**config.mk**
```make
export PLATFORM = sky130hd
export DESIGN_NAME = reset_power_device_flat
export DESIGN_NICKNAME = d
export VERILOG_FILES = /design/src/logic/rst_pwr_pkg.sv /design/src/logic/host_port_if.sv /design/src/logic/reset_power_device.sv /design/src/flat_wrapper.sv
export SDC_FILE = /design/constraint.sdc
export NUM_CORES = 1
export LEC_CHECK = 0
export ABC_AREA = 1
export BUFFER_PORTS_ARGS = -buffer_cell sky130_fd_sc_hd__buf_2
export CORE_MARGIN = 4
export CORE_UTILIZATION = 55
export DETAILED_ROUTE_END_ITERATION = 10
export GPL_TIMING_DRIVEN = 1
export HOLD_SLACK_MARGIN = 0.05
export PLACE_DENSITY = 0.76
export SKIP_CTS_REPAIR_TIMING = 1
export SLEW_MARGIN = 20
export SYNTH_ARGS = -nofsm -noshare
export SYNTH_HDL_FRONTEND = slang
export SYNTH_SLANG_ARGS = --single-unit
export TNS_END_PERCENT = 100
```
**constraint.sdc**
```tcl
create_clock -name clk_sys -period 1.8 [get_ports clk_sys]
set_clock_uncertainty 0.15 [all_clocks]
set_input_delay 0.45 -clock clk_sys [delete_from_list [all_inputs] [get_ports clk_sys]]
set_output_delay 0.45 -clock clk_sys [all_outputs]
set_load 0.1 [all_outputs]
```
**src/logic/rst_pwr_pkg.sv**
```systemverilog
package rst_pwr_pkg;

    // ======================================================
    // Register offsets
    localparam logic [7:0] supply_monitor_control_addr    = 8'h13;
    localparam logic [7:0] io_power_register_addr         = 8'h70;
    localparam logic [7:0] reset_cause_register_addr      = 8'h73;
    localparam logic [7:0] reset_source_mask_addr         = 8'h74;
    localparam logic [7:0] soft_reset_register_addr       = 8'h75;
    localparam logic [7:0] phy_control_register_addr      = 8'h78;
    localparam logic [7:0] transmitter_power_register_addr = 8'h7a;
    localparam logic [7:0] oscillator_power_register_addr = 8'h7c;

    // ======================================================
    // Field positions
    localparam int pin_reset_flag_pos         = 0;
    localparam int power_class_reset_flag_pos = 1;
    localparam int soft_reset_flag_pos        = 2;
    localparam int soft_reset_trigger_pos     = 2;
    localparam int mask_supply_pos            = 0;
    localparam int mask_soft_pos              = 1;
    localparam int transmitter_enable_bit_pos = 6;
    localparam int weak_pullup_off_pos        = 1;
    localparam int link_led_pos               = 2;
    localparam int activity_led_pos           = 3;
    localparam int supply_monitor_enable_pos  = 7;
    localparam int oscillator_output_enable_pos = 0;
    localparam int tx_power_save_off_pos      = 7;

    // ======================================================
    // Reset values and oscillator read mask
    localparam logic [7:0] phy_control_reset   = 8'h00;
    localparam logic [7:0] io_power_reset      = 8'h00;
    localparam logic [7:0] supply_mon_reset    = 8'h80;
    localparam logic [7:0] osc_power_reset     = 8'h03;
    localparam logic [7:0] osc_power_read_mask = 8'h03;
    localparam logic [7:0] tx_power_reset      = 8'h00;
    localparam logic [7:0] mask_reset          = 8'h00;

    // ======================================================
    // Timing
    localparam int clk_period_ps        = 5000;
    localparam int pin_low_min_us       = 15;
    localparam int pin_low_min_cycles   = (pin_low_min_us * 1000000 + clk_period_ps - 1) / clk_period_ps;
    localparam int pin_low_cnt_w        = 12;

    typedef enum logic [1:0]
    {
        mode_normal   = 2'b00,
        mode_link_det = 2'b01,
        mode_memory   = 2'b10,
        mode_shutdown = 2'b11
    } power_mode_t;

    typedef enum logic [1:0]
    {
        cause_none  = 2'b00,
        cause_power = 2'b01,
        cause_pin   = 2'b10,
        cause_soft  = 2'b11
    } reset_cause_t;

endpackage : rst_pwr_pkg

```
**src/logic/host_port_if.sv**
```systemverilog
`timescale 1ns/1ps
interface host_port_if;
    logic       rst_pin_n;
    logic [7:0] addr;
    logic [7:0] wdata;
    logic       wr;
    logic       rd;
    logic [7:0] rdata;

    modport device
    (
        input  rst_pin_n,
        input  addr,
        input  wdata,
        input  wr,
        input  rd,
        output rdata
    );

    modport host
    (
        output rst_pin_n,
        output addr,
        output wdata,
        output wr,
        output rd,
        input  rdata
    );
endinterface : host_port_if

```
**src/logic/reset_power_device.sv**
```systemverilog
`timescale 1ns/1ps
// Summary of operation
// - Power flag set makes other flags meaningless
// - POR, supply fail, oscillator fail share bit1
// - Bit2 marks last reset was software
// - Upper five status bits read zero
// - Supply monitor reset re-enabled after power-on
// - Software reset re-enabled after any reset
// - Mask blocks supply and software resets separately
// - Host holds reset pin low 15 us
// - Four power modes supported
// - LEDs, pull-ups, monitor individually switchable
// - Transmitter power save active after reset
// - Link detection disables transmitter and pulses
// - Clearing transmitter enable enters link detection
// - Return to normal: write 00, restart
// - Memory mode: only buffers, random access
// - Top bits 000 memory, 111 normal
// - Shutdown leaves only by power-class reset (power-on, supply or oscillator fail) or pin
// - Shutdown sequence order kept by host
// - Oscillator output cleared stops host answers
// - Soft reset bit2 resets, keeps oscillator
module reset_power_device
    import rst_pwr_pkg::*;
(
    input  wire logic        clk_sys,
    input  wire logic        reset_n,
    host_port_if.device      hp,
    input  wire logic        supply_fail,
    input  wire logic        osc_fail,
    output rst_pwr_pkg::power_mode_t power_mode,
    output logic             tx_enable,
    output logic             link_pulse_enable,
    output logic             rx_enable,
    output logic             tx_power_save,
    output logic             link_led_en,
    output logic             activity_led_en,
    output logic             weak_pullup_en,
    output logic             supply_monitor_on,
    output logic             osc_out_en,
    output logic             soft_reset_pulse,
    output logic             calibrate_start
);
    import rst_pwr_pkg::*;

    // ======================================================
    // State
    typedef struct packed
    {
        logic [1:0]   pin_sync;
        logic [1:0]   sfail_sync;
        logic [1:0]   ofail_sync;
        logic [7:0]   phy;
        logic [7:0]   io_power_register;
        logic [7:0]   vdm;
        logic [7:0]   osc;
        logic [7:0]   transmitter_power_register;
        logic [7:0]   mask;
        reset_cause_t cause;
        logic         pending_soft;
        logic         pin_seen;
        logic         cold_done;
        logic [7:0]   rdata;
        logic         soft_pulse;
        logic         cal;
    } state_t;

    state_t s_q;
    state_t s_d;

    function automatic power_mode_t mode_of(input logic [7:0] phy, input logic [7:0] osc);
        if (!osc[oscillator_output_enable_pos])
            return mode_shutdown;
        else if (phy[7:5] == 3'b000)
            return mode_memory;
        else if (!phy[transmitter_enable_bit_pos])
            return mode_link_det;
        else
            return mode_normal;
    endfunction : mode_of

    always_comb
    begin
        logic       alive;
        logic       wr_ok;
        logic       rst_req;
        logic [7:0] cause_bits;
        alive      = s_q.osc[oscillator_output_enable_pos];
        wr_ok      = hp.wr && alive;
        cause_bits = 8'h00;
        rst_req    = 1'b0;
        s_d        = s_q;
        s_d.pin_sync   = {s_q.pin_sync[0], hp.rst_pin_n};
        s_d.sfail_sync = {s_q.sfail_sync[0], supply_fail};
        s_d.ofail_sync = {s_q.ofail_sync[0], osc_fail};
        s_d.soft_pulse = 1'b0;
        s_d.cal        = 1'b0;
        unique case (s_q.cause)
            cause_power: cause_bits[power_class_reset_flag_pos] = 1'b1;
            cause_pin:   cause_bits[pin_reset_flag_pos] = 1'b1;
            cause_soft:  cause_bits[soft_reset_flag_pos] = 1'b1;
            cause_none:  cause_bits = 8'h00;
        endcase
        s_d.rdata = 8'h00;
        if (hp.rd && alive)
        begin
            unique case (hp.addr)
                reset_cause_register_addr:       s_d.rdata = cause_bits;
                reset_source_mask_addr:          s_d.rdata = s_q.mask;
                phy_control_register_addr:       s_d.rdata = s_q.phy;
                io_power_register_addr:          s_d.rdata = s_q.io_power_register;
                supply_monitor_control_addr:     s_d.rdata = s_q.vdm;
                oscillator_power_register_addr:  s_d.rdata = s_q.osc;
                transmitter_power_register_addr: s_d.rdata = s_q.transmitter_power_register;
                default:                         s_d.rdata = 8'h00;
            endcase
        end
        if (wr_ok)
        begin
            unique case (hp.addr)
                phy_control_register_addr:       s_d.phy   = hp.wdata;
                io_power_register_addr:          s_d.io_power_register = hp.wdata & 8'h0e;
                supply_monitor_control_addr:     s_d.vdm   = hp.wdata & 8'h80;
                oscillator_power_register_addr:  s_d.osc   = (hp.wdata & 8'h01) | 8'h02;
                transmitter_power_register_addr: s_d.transmitter_power_register = hp.wdata & 8'h80;
                reset_source_mask_addr:          s_d.mask  = hp.wdata & 8'h03;
                default:                         s_d.phy   = s_q.phy;
            endcase
        end
        // Soft trigger waits one cycle so the write answer is clean before the reset.
        s_d.pending_soft = wr_ok && hp.addr == soft_reset_register_addr
                           && hp.wdata[soft_reset_trigger_pos]
                           && !s_q.mask[mask_soft_pos];
        if (!s_q.cold_done)
        begin
            // First cycle after power-on: record the power-class cause
            s_d.cold_done = 1'b1;
            s_d.cause     = cause_power;
        end
        else if (s_q.ofail_sync[1]
                 || (s_q.sfail_sync[1] && s_q.vdm[supply_monitor_enable_pos]
                     && !s_q.mask[mask_supply_pos]))
        begin
            s_d.cause = cause_power;
            s_d.vdm   = supply_mon_reset;
            rst_req   = 1'b1;
        end
        else if (!s_q.pin_sync[1])
        begin
            s_d.pin_seen = 1'b1;
        end
        else if (s_q.pin_seen)
        begin
            // Pin released: reset, and leave shutdown
            s_d.pin_seen = 1'b0;
            s_d.cause    = cause_pin;
            rst_req      = 1'b1;
        end
        else if (s_q.pending_soft)
        begin
            s_d.cause      = cause_soft;
            s_d.soft_pulse = 1'b1;
            s_d.cal        = 1'b1;
            rst_req        = 1'b1;
        end
        if (rst_req)
        begin
            // Software reset keeps the oscillator running.
            s_d.phy   = phy_control_reset;
            s_d.io_power_register = io_power_reset;
            s_d.transmitter_power_register = tx_power_reset;
            s_d.mask  = mask_reset;
            // A soft request taken in this cycle survives the reset: the set wins.
            s_d.osc   = osc_power_reset;
        end
    end

    always_ff @(posedge clk_sys or negedge reset_n)
    begin
        if (!reset_n)
        begin
            s_q <= '{pin_sync: 2'b11, sfail_sync: 2'b00, ofail_sync: 2'b00,
                     phy: phy_control_reset, io_power_register: io_power_reset, vdm: supply_mon_reset,
                     osc: osc_power_reset, transmitter_power_register: tx_power_reset, mask: mask_reset,
                     cause: cause_none, pending_soft: 1'b0,
                     pin_seen: 1'b0, cold_done: 1'b0, rdata: 8'h00,
                     soft_pulse: 1'b0, cal: 1'b0};
        end
        else
        begin
            s_q <= s_d;
        end
    end

    // Outputs are decodes of registered state only.
    power_mode_t pm_q;
    logic [9:0]  outs_q;
    always_ff @(posedge clk_sys or negedge reset_n)
    begin
        if (!reset_n)
        begin
            pm_q   <= mode_memory;
            outs_q <= 10'h000;
        end
        else
        begin
            pm_q   <= mode_of(s_d.phy, s_d.osc);
            outs_q <= {s_d.phy[transmitter_enable_bit_pos] && s_d.osc[0],
                       s_d.phy[transmitter_enable_bit_pos] && s_d.osc[0],
                       s_d.phy[7] && s_d.osc[0],
                       !s_d.transmitter_power_register[tx_power_save_off_pos],
                       s_d.io_power_register[link_led_pos] && s_d.osc[0],
                       s_d.io_power_register[activity_led_pos] && s_d.osc[0],
                       !s_d.io_power_register[weak_pullup_off_pos],
                       s_d.vdm[supply_monitor_enable_pos],
                       s_d.osc[oscillator_output_enable_pos],
                       s_d.cal};
        end
    end

    assign power_mode        = pm_q;
    assign tx_enable         = outs_q[9];
    assign link_pulse_enable = outs_q[8];
    assign rx_enable         = outs_q[7];
    assign tx_power_save     = outs_q[6];
    assign link_led_en       = outs_q[5];
    assign activity_led_en   = outs_q[4];
    assign weak_pullup_en    = outs_q[3];
    assign supply_monitor_on = outs_q[2];
    assign osc_out_en        = outs_q[1];
    assign calibrate_start   = outs_q[0];
    assign soft_reset_pulse  = s_q.soft_pulse;
    assign hp.rdata          = s_q.rdata;

endmodule : reset_power_device

```
**src/flat_wrapper.sv**
```systemverilog
// flat-port wrapper written by rule: the top's interface ports become plain ports
module reset_power_device_flat import rst_pwr_pkg::*;
  (clk_sys, reset_n, supply_fail, osc_fail, power_mode, tx_enable, link_pulse_enable, rx_enable, tx_power_save, link_led_en, activity_led_en, weak_pullup_en, supply_monitor_on, osc_out_en, soft_reset_pulse, calibrate_start, hp_rst_pin_n, hp_addr, hp_wdata, hp_wr, hp_rd, hp_rdata);
  host_port_if hp_i ();
  input  wire logic clk_sys;
  input  wire logic reset_n;
  input  wire logic supply_fail;
  input  wire logic osc_fail;
  output rst_pwr_pkg::power_mode_t power_mode;
  output logic tx_enable;
  output logic link_pulse_enable;
  output logic rx_enable;
  output logic tx_power_save;
  output logic link_led_en;
  output logic activity_led_en;
  output logic weak_pullup_en;
  output logic supply_monitor_on;
  output logic osc_out_en;
  output logic soft_reset_pulse;
  output logic calibrate_start;
  input wire logic [$bits(hp_i.rst_pin_n)-1:0] hp_rst_pin_n;
  input wire logic [$bits(hp_i.addr)-1:0] hp_addr;
  input wire logic [$bits(hp_i.wdata)-1:0] hp_wdata;
  input wire logic [$bits(hp_i.wr)-1:0] hp_wr;
  input wire logic [$bits(hp_i.rd)-1:0] hp_rd;
  output wire logic [$bits(hp_i.rdata)-1:0] hp_rdata;
  assign hp_i.rst_pin_n = hp_rst_pin_n;
  assign hp_i.addr = hp_addr;
  assign hp_i.wdata = hp_wdata;
  assign hp_i.wr = hp_wr;
  assign hp_i.rd = hp_rd;
  assign hp_rdata = hp_i.rdata;
  reset_power_device u_core (.clk_sys(clk_sys), .reset_n(reset_n), .hp(hp_i), .supply_fail(supply_fail), .osc_fail(osc_fail), .power_mode(power_mode), .tx_enable(tx_enable), .link_pulse_enable(link_pulse_enable), .rx_enable(rx_enable), .tx_power_save(tx_power_save), .link_led_en(link_led_en), .activity_led_en(activity_led_en), .weak_pullup_en(weak_pullup_en), .supply_monitor_on(supply_monitor_on), .osc_out_en(osc_out_en), .soft_reset_pulse(soft_reset_pulse), .calibrate_start(calibrate_start));
endmodule
```
==> results.md <==
* Status: complete, no violations
* Number of DRC markers in iteration 0 at 101
* Clock-pin slew on the worst setup and hold paths at 90 ps
* Initial Util at 56.84%
* Clock Tree Root: clkbuf_8
* CP startpoint: u_core.outs_q[1]$_DFF_PN0_
* Yosys cell types at 27
* Combinational Power Share at 8.0%
* Max FO, Critical Path at 1
* Die Area at 5637 um^2
* Die width at 75.08 um
* Top_reg_cell synth: dfrtp_1
* RR Endpoint: u_core.s_q[55]$_DFFE_PN0P_
* Max-slew violation count at 0
* Share of flip-flops with an asynchronous set or reset at 100.0%
* Vias at 1910
* Most frequent cell after synthesis: nand2_1
* Drt drc at 0
* Nets at 346
* Switch share at 23.06%
* Min-Delay Path Class: in2reg
* H-tree levels at 2
* Family with the most delay on the worst path: buffers and inverters
* Int Power at 1596 uW
* Min-delay src: hp_rst_pin_n
* Ranking of synthesized cells by area: dfrtp_1 (49%), nand2_1 (8.0%), inv_1 (6.5%)
* Non-filler cells, final at 376
* RSZ-0062 raised after global routing: false
* F_max at 0.5932 GHz
* Warnings from Yosys at 0
* Placed Area at 2753 um^2
* Sw Pwr at 478.2 uW
* Area delta synth->final at 15.57%
* Dpl hpwl at 3935 um
* Critical path's largest stage delay at 430 ps
* Die H at 75.08 um
* Tot GR Track Use at 20.43%
* Power Total at 2074 uW
* Largest family of logic cells by synthesized area: simple AND/OR/NAND/NOR gates
* Post-route cell area at 2860 um^2
* Synth cell count leaders: nand2_1 (53), dfrtp_1 (48), inv_1 (43), nand3_1 (25), nor2_1 (22)
* Synth Area in Compound Gates at 6.623%
* DR pass1 iterations at 4
* Total routed wirelength at 5078 um
* Simple-gate share of the synthesized area at 26.59%
* Mapped Cells at 277
* Gpl congestion at 0.9099
* CP Cell Sequence: buf_2
* Min Tclk post-route at 1686 ps
* WL/cell at 13.51 um
* Post-Syn Area at 2475 um^2
* Critical path capture point type: output port
* R2r setup slk at 150 ps
* Synthesized flop and latch total at 54
* Worst Path Required at 1200 ps
* Global route total overflow at 0
* Post-placement cell count at 367
* Post-synth EDFFs at 0
* Max clock buf depth at 2
* Post-synthesis mux area share at 0%
* # clock sinks at 54
* Worst r2r path cells at 6
* Power Dens Cells at 725.1 nW/um^2
* CORE AREA at 4354 um^2
* Initial antenna violation count at 0
* Crit-path slowest cell: buf_2
* Via/cell ratio at 5.080
* Seq/Total Area, Yosys at 54.90%
* Row Count at 24
* Max IR drop VDD at 0.0006448 V
* Leakage at 0.001555 uW
* Stages on worst setup path at 1
* Sequential power share at 59.7%
* R2r startpoint: u_core.s_q[31]$_DFF_PN1_
* Syn Nets at 300
* Largest net degree at the start of global routing at 55
* Buf/Inv on CP at 1
* Final Hold Vio Count at 0
* Synth top area share at 48.53%
* Number of global-route vias before repair at 1850
* Global-route wire length before repair at 8473 um
* Startpoint types: register
* Critical Path AT at 1090 ps
* CTS tree: done
* Adder-Cell Fraction of Synth Area at 0%
* Clock Latency Late Sink at 300 ps
* Antenna cells at 0
* Final setup vio count at 0
* IO Count at 44
* Worst Setup Path Type: reg2out
* Post-route ant nets at 0
* PortBufs at 43
* Largest area contributor in the netlist: dfrtp_1
* Share of layout cells above drive strength 1 at 27.47%
* Final Cycle Share at 93.65%
* TNS Setup at 0 ps
* Fillers at 371
* Clock network fraction of design power at 32.3%
* Xor/xnor share of the synthesized area at 0%
* Clock buffer count from CTS at 5
* Crit path capture: osc_out_en
* Avg Synthesized Cell Area at 8.935 um^2
* Number of max-cap violations at 0
==> flip-flops by register name (all words and copies together), names as in the netlist <==
register	flops
u_core.s_d	3
u_core.s_q	32
u_core.hp.rdata	8
u_core.outs_q	9
u_core.power_mode	2
==> layout by cell type (no fill, tap or decap), drive strengths merged, types with 6 or more instances in the layout <==
| cell | instances |
|---|---|
| nand4 | 6 |
| dfstp | 6 |
| inv | 45 |
| nand2 | 59 |
| nor3 | 10 |
| o21ai | 16 |
| clkbuf | 8 |
| dfrtp | 48 |
| buf | 52 |
| nand3 | 28 |
| nor2 | 29 |
| a21oi | 9 |
==> area by class of cell <==
cell class / instances / area, um^2 / area share (%)
Clock buffer: 8 / 90.09 / 3.150
Inverter: 46 / 177.7 / 6.212
Multi-Input combinational cell: 163 / 833.3 / 29.13
Sequential cell: 54 / 1361 / 47.59
Tap cell: 52 / 65.06 / 2.275
Timing Repair Buffer: 53 / 332.8 / 11.64
==> routing by layer <==
metal	vias up	track usage [%]	share of wire [%]
met5	-	0	0
met4	0	9.684	2.5
met2	73	30.17	47
met3	12	4.806	6.8
li1	953	-	-
met1	872	28.47	44
==> kinds of logic after synthesis <==
| kind of cell | after synthesis |
|---|---|
| and+or+nand+nor | 133 |
| buffers and inverters | 60 |
| DFF | 54 |
| AOI/OAI and AO/OA | 29 |
| other | 1 |
==> worst register-to-register path: cells and delay by family, from the launching register on <==
kind                   cells  cell delay (ps)
DFF                        1              610
buffers and inverters      2              300
and+or+nand+nor            3              380
AOI/OAI and AO/OA          1              110
==> power groups by stage <==
stage | logic (uW) | registers, uW | clock network [uW]
after detailed placement | 164 | 1260 | 0
final | 166 | 1240 | 670
after CTS | 165 | 1240 | 691
after global placement | 161 | 1260 | 0
after global routing | 186 | 1240 | 745
after floorplan | 75.4 | 1270 | 0
==> how the worst min path moves through the flow <==
stage | endpoint | slack, ps | depth (start not counted)
global placement | u_core.s_q[64]$_DFF_PN0_ | 180 | 0
CTS | u_core.s_q[16]$_DFFE_PN0P_ | -20 | 2
finish | u_core.s_d[68]$_DFF_PN1_ | 90 | 1
floorplan | u_core.hp.rdata[0]$_DFF_PN0_ | 4 | 0
global route | u_core.s_d[68]$_DFF_PN1_ | 70 | 1
detailed placement | u_core.s_q[64]$_DFF_PN0_ | 190 | 0
==> per-stage QoR <==
stage / setup slack (ps) / hold WS (ps) / utilization, %
after floorplan: 163.2 / 4.409 / -
after global placement: 34.13 / 182.7 / 63.22
after detailed placement: 21.09 / 186.4 / 63.22
after CTS: 101.0 / -22.62 / 65.29
after global routing: 76.40 / 70.01 / 65.69
final: 114.2 / 88.27 / 65.69
(Power assumes the default switching activity.)
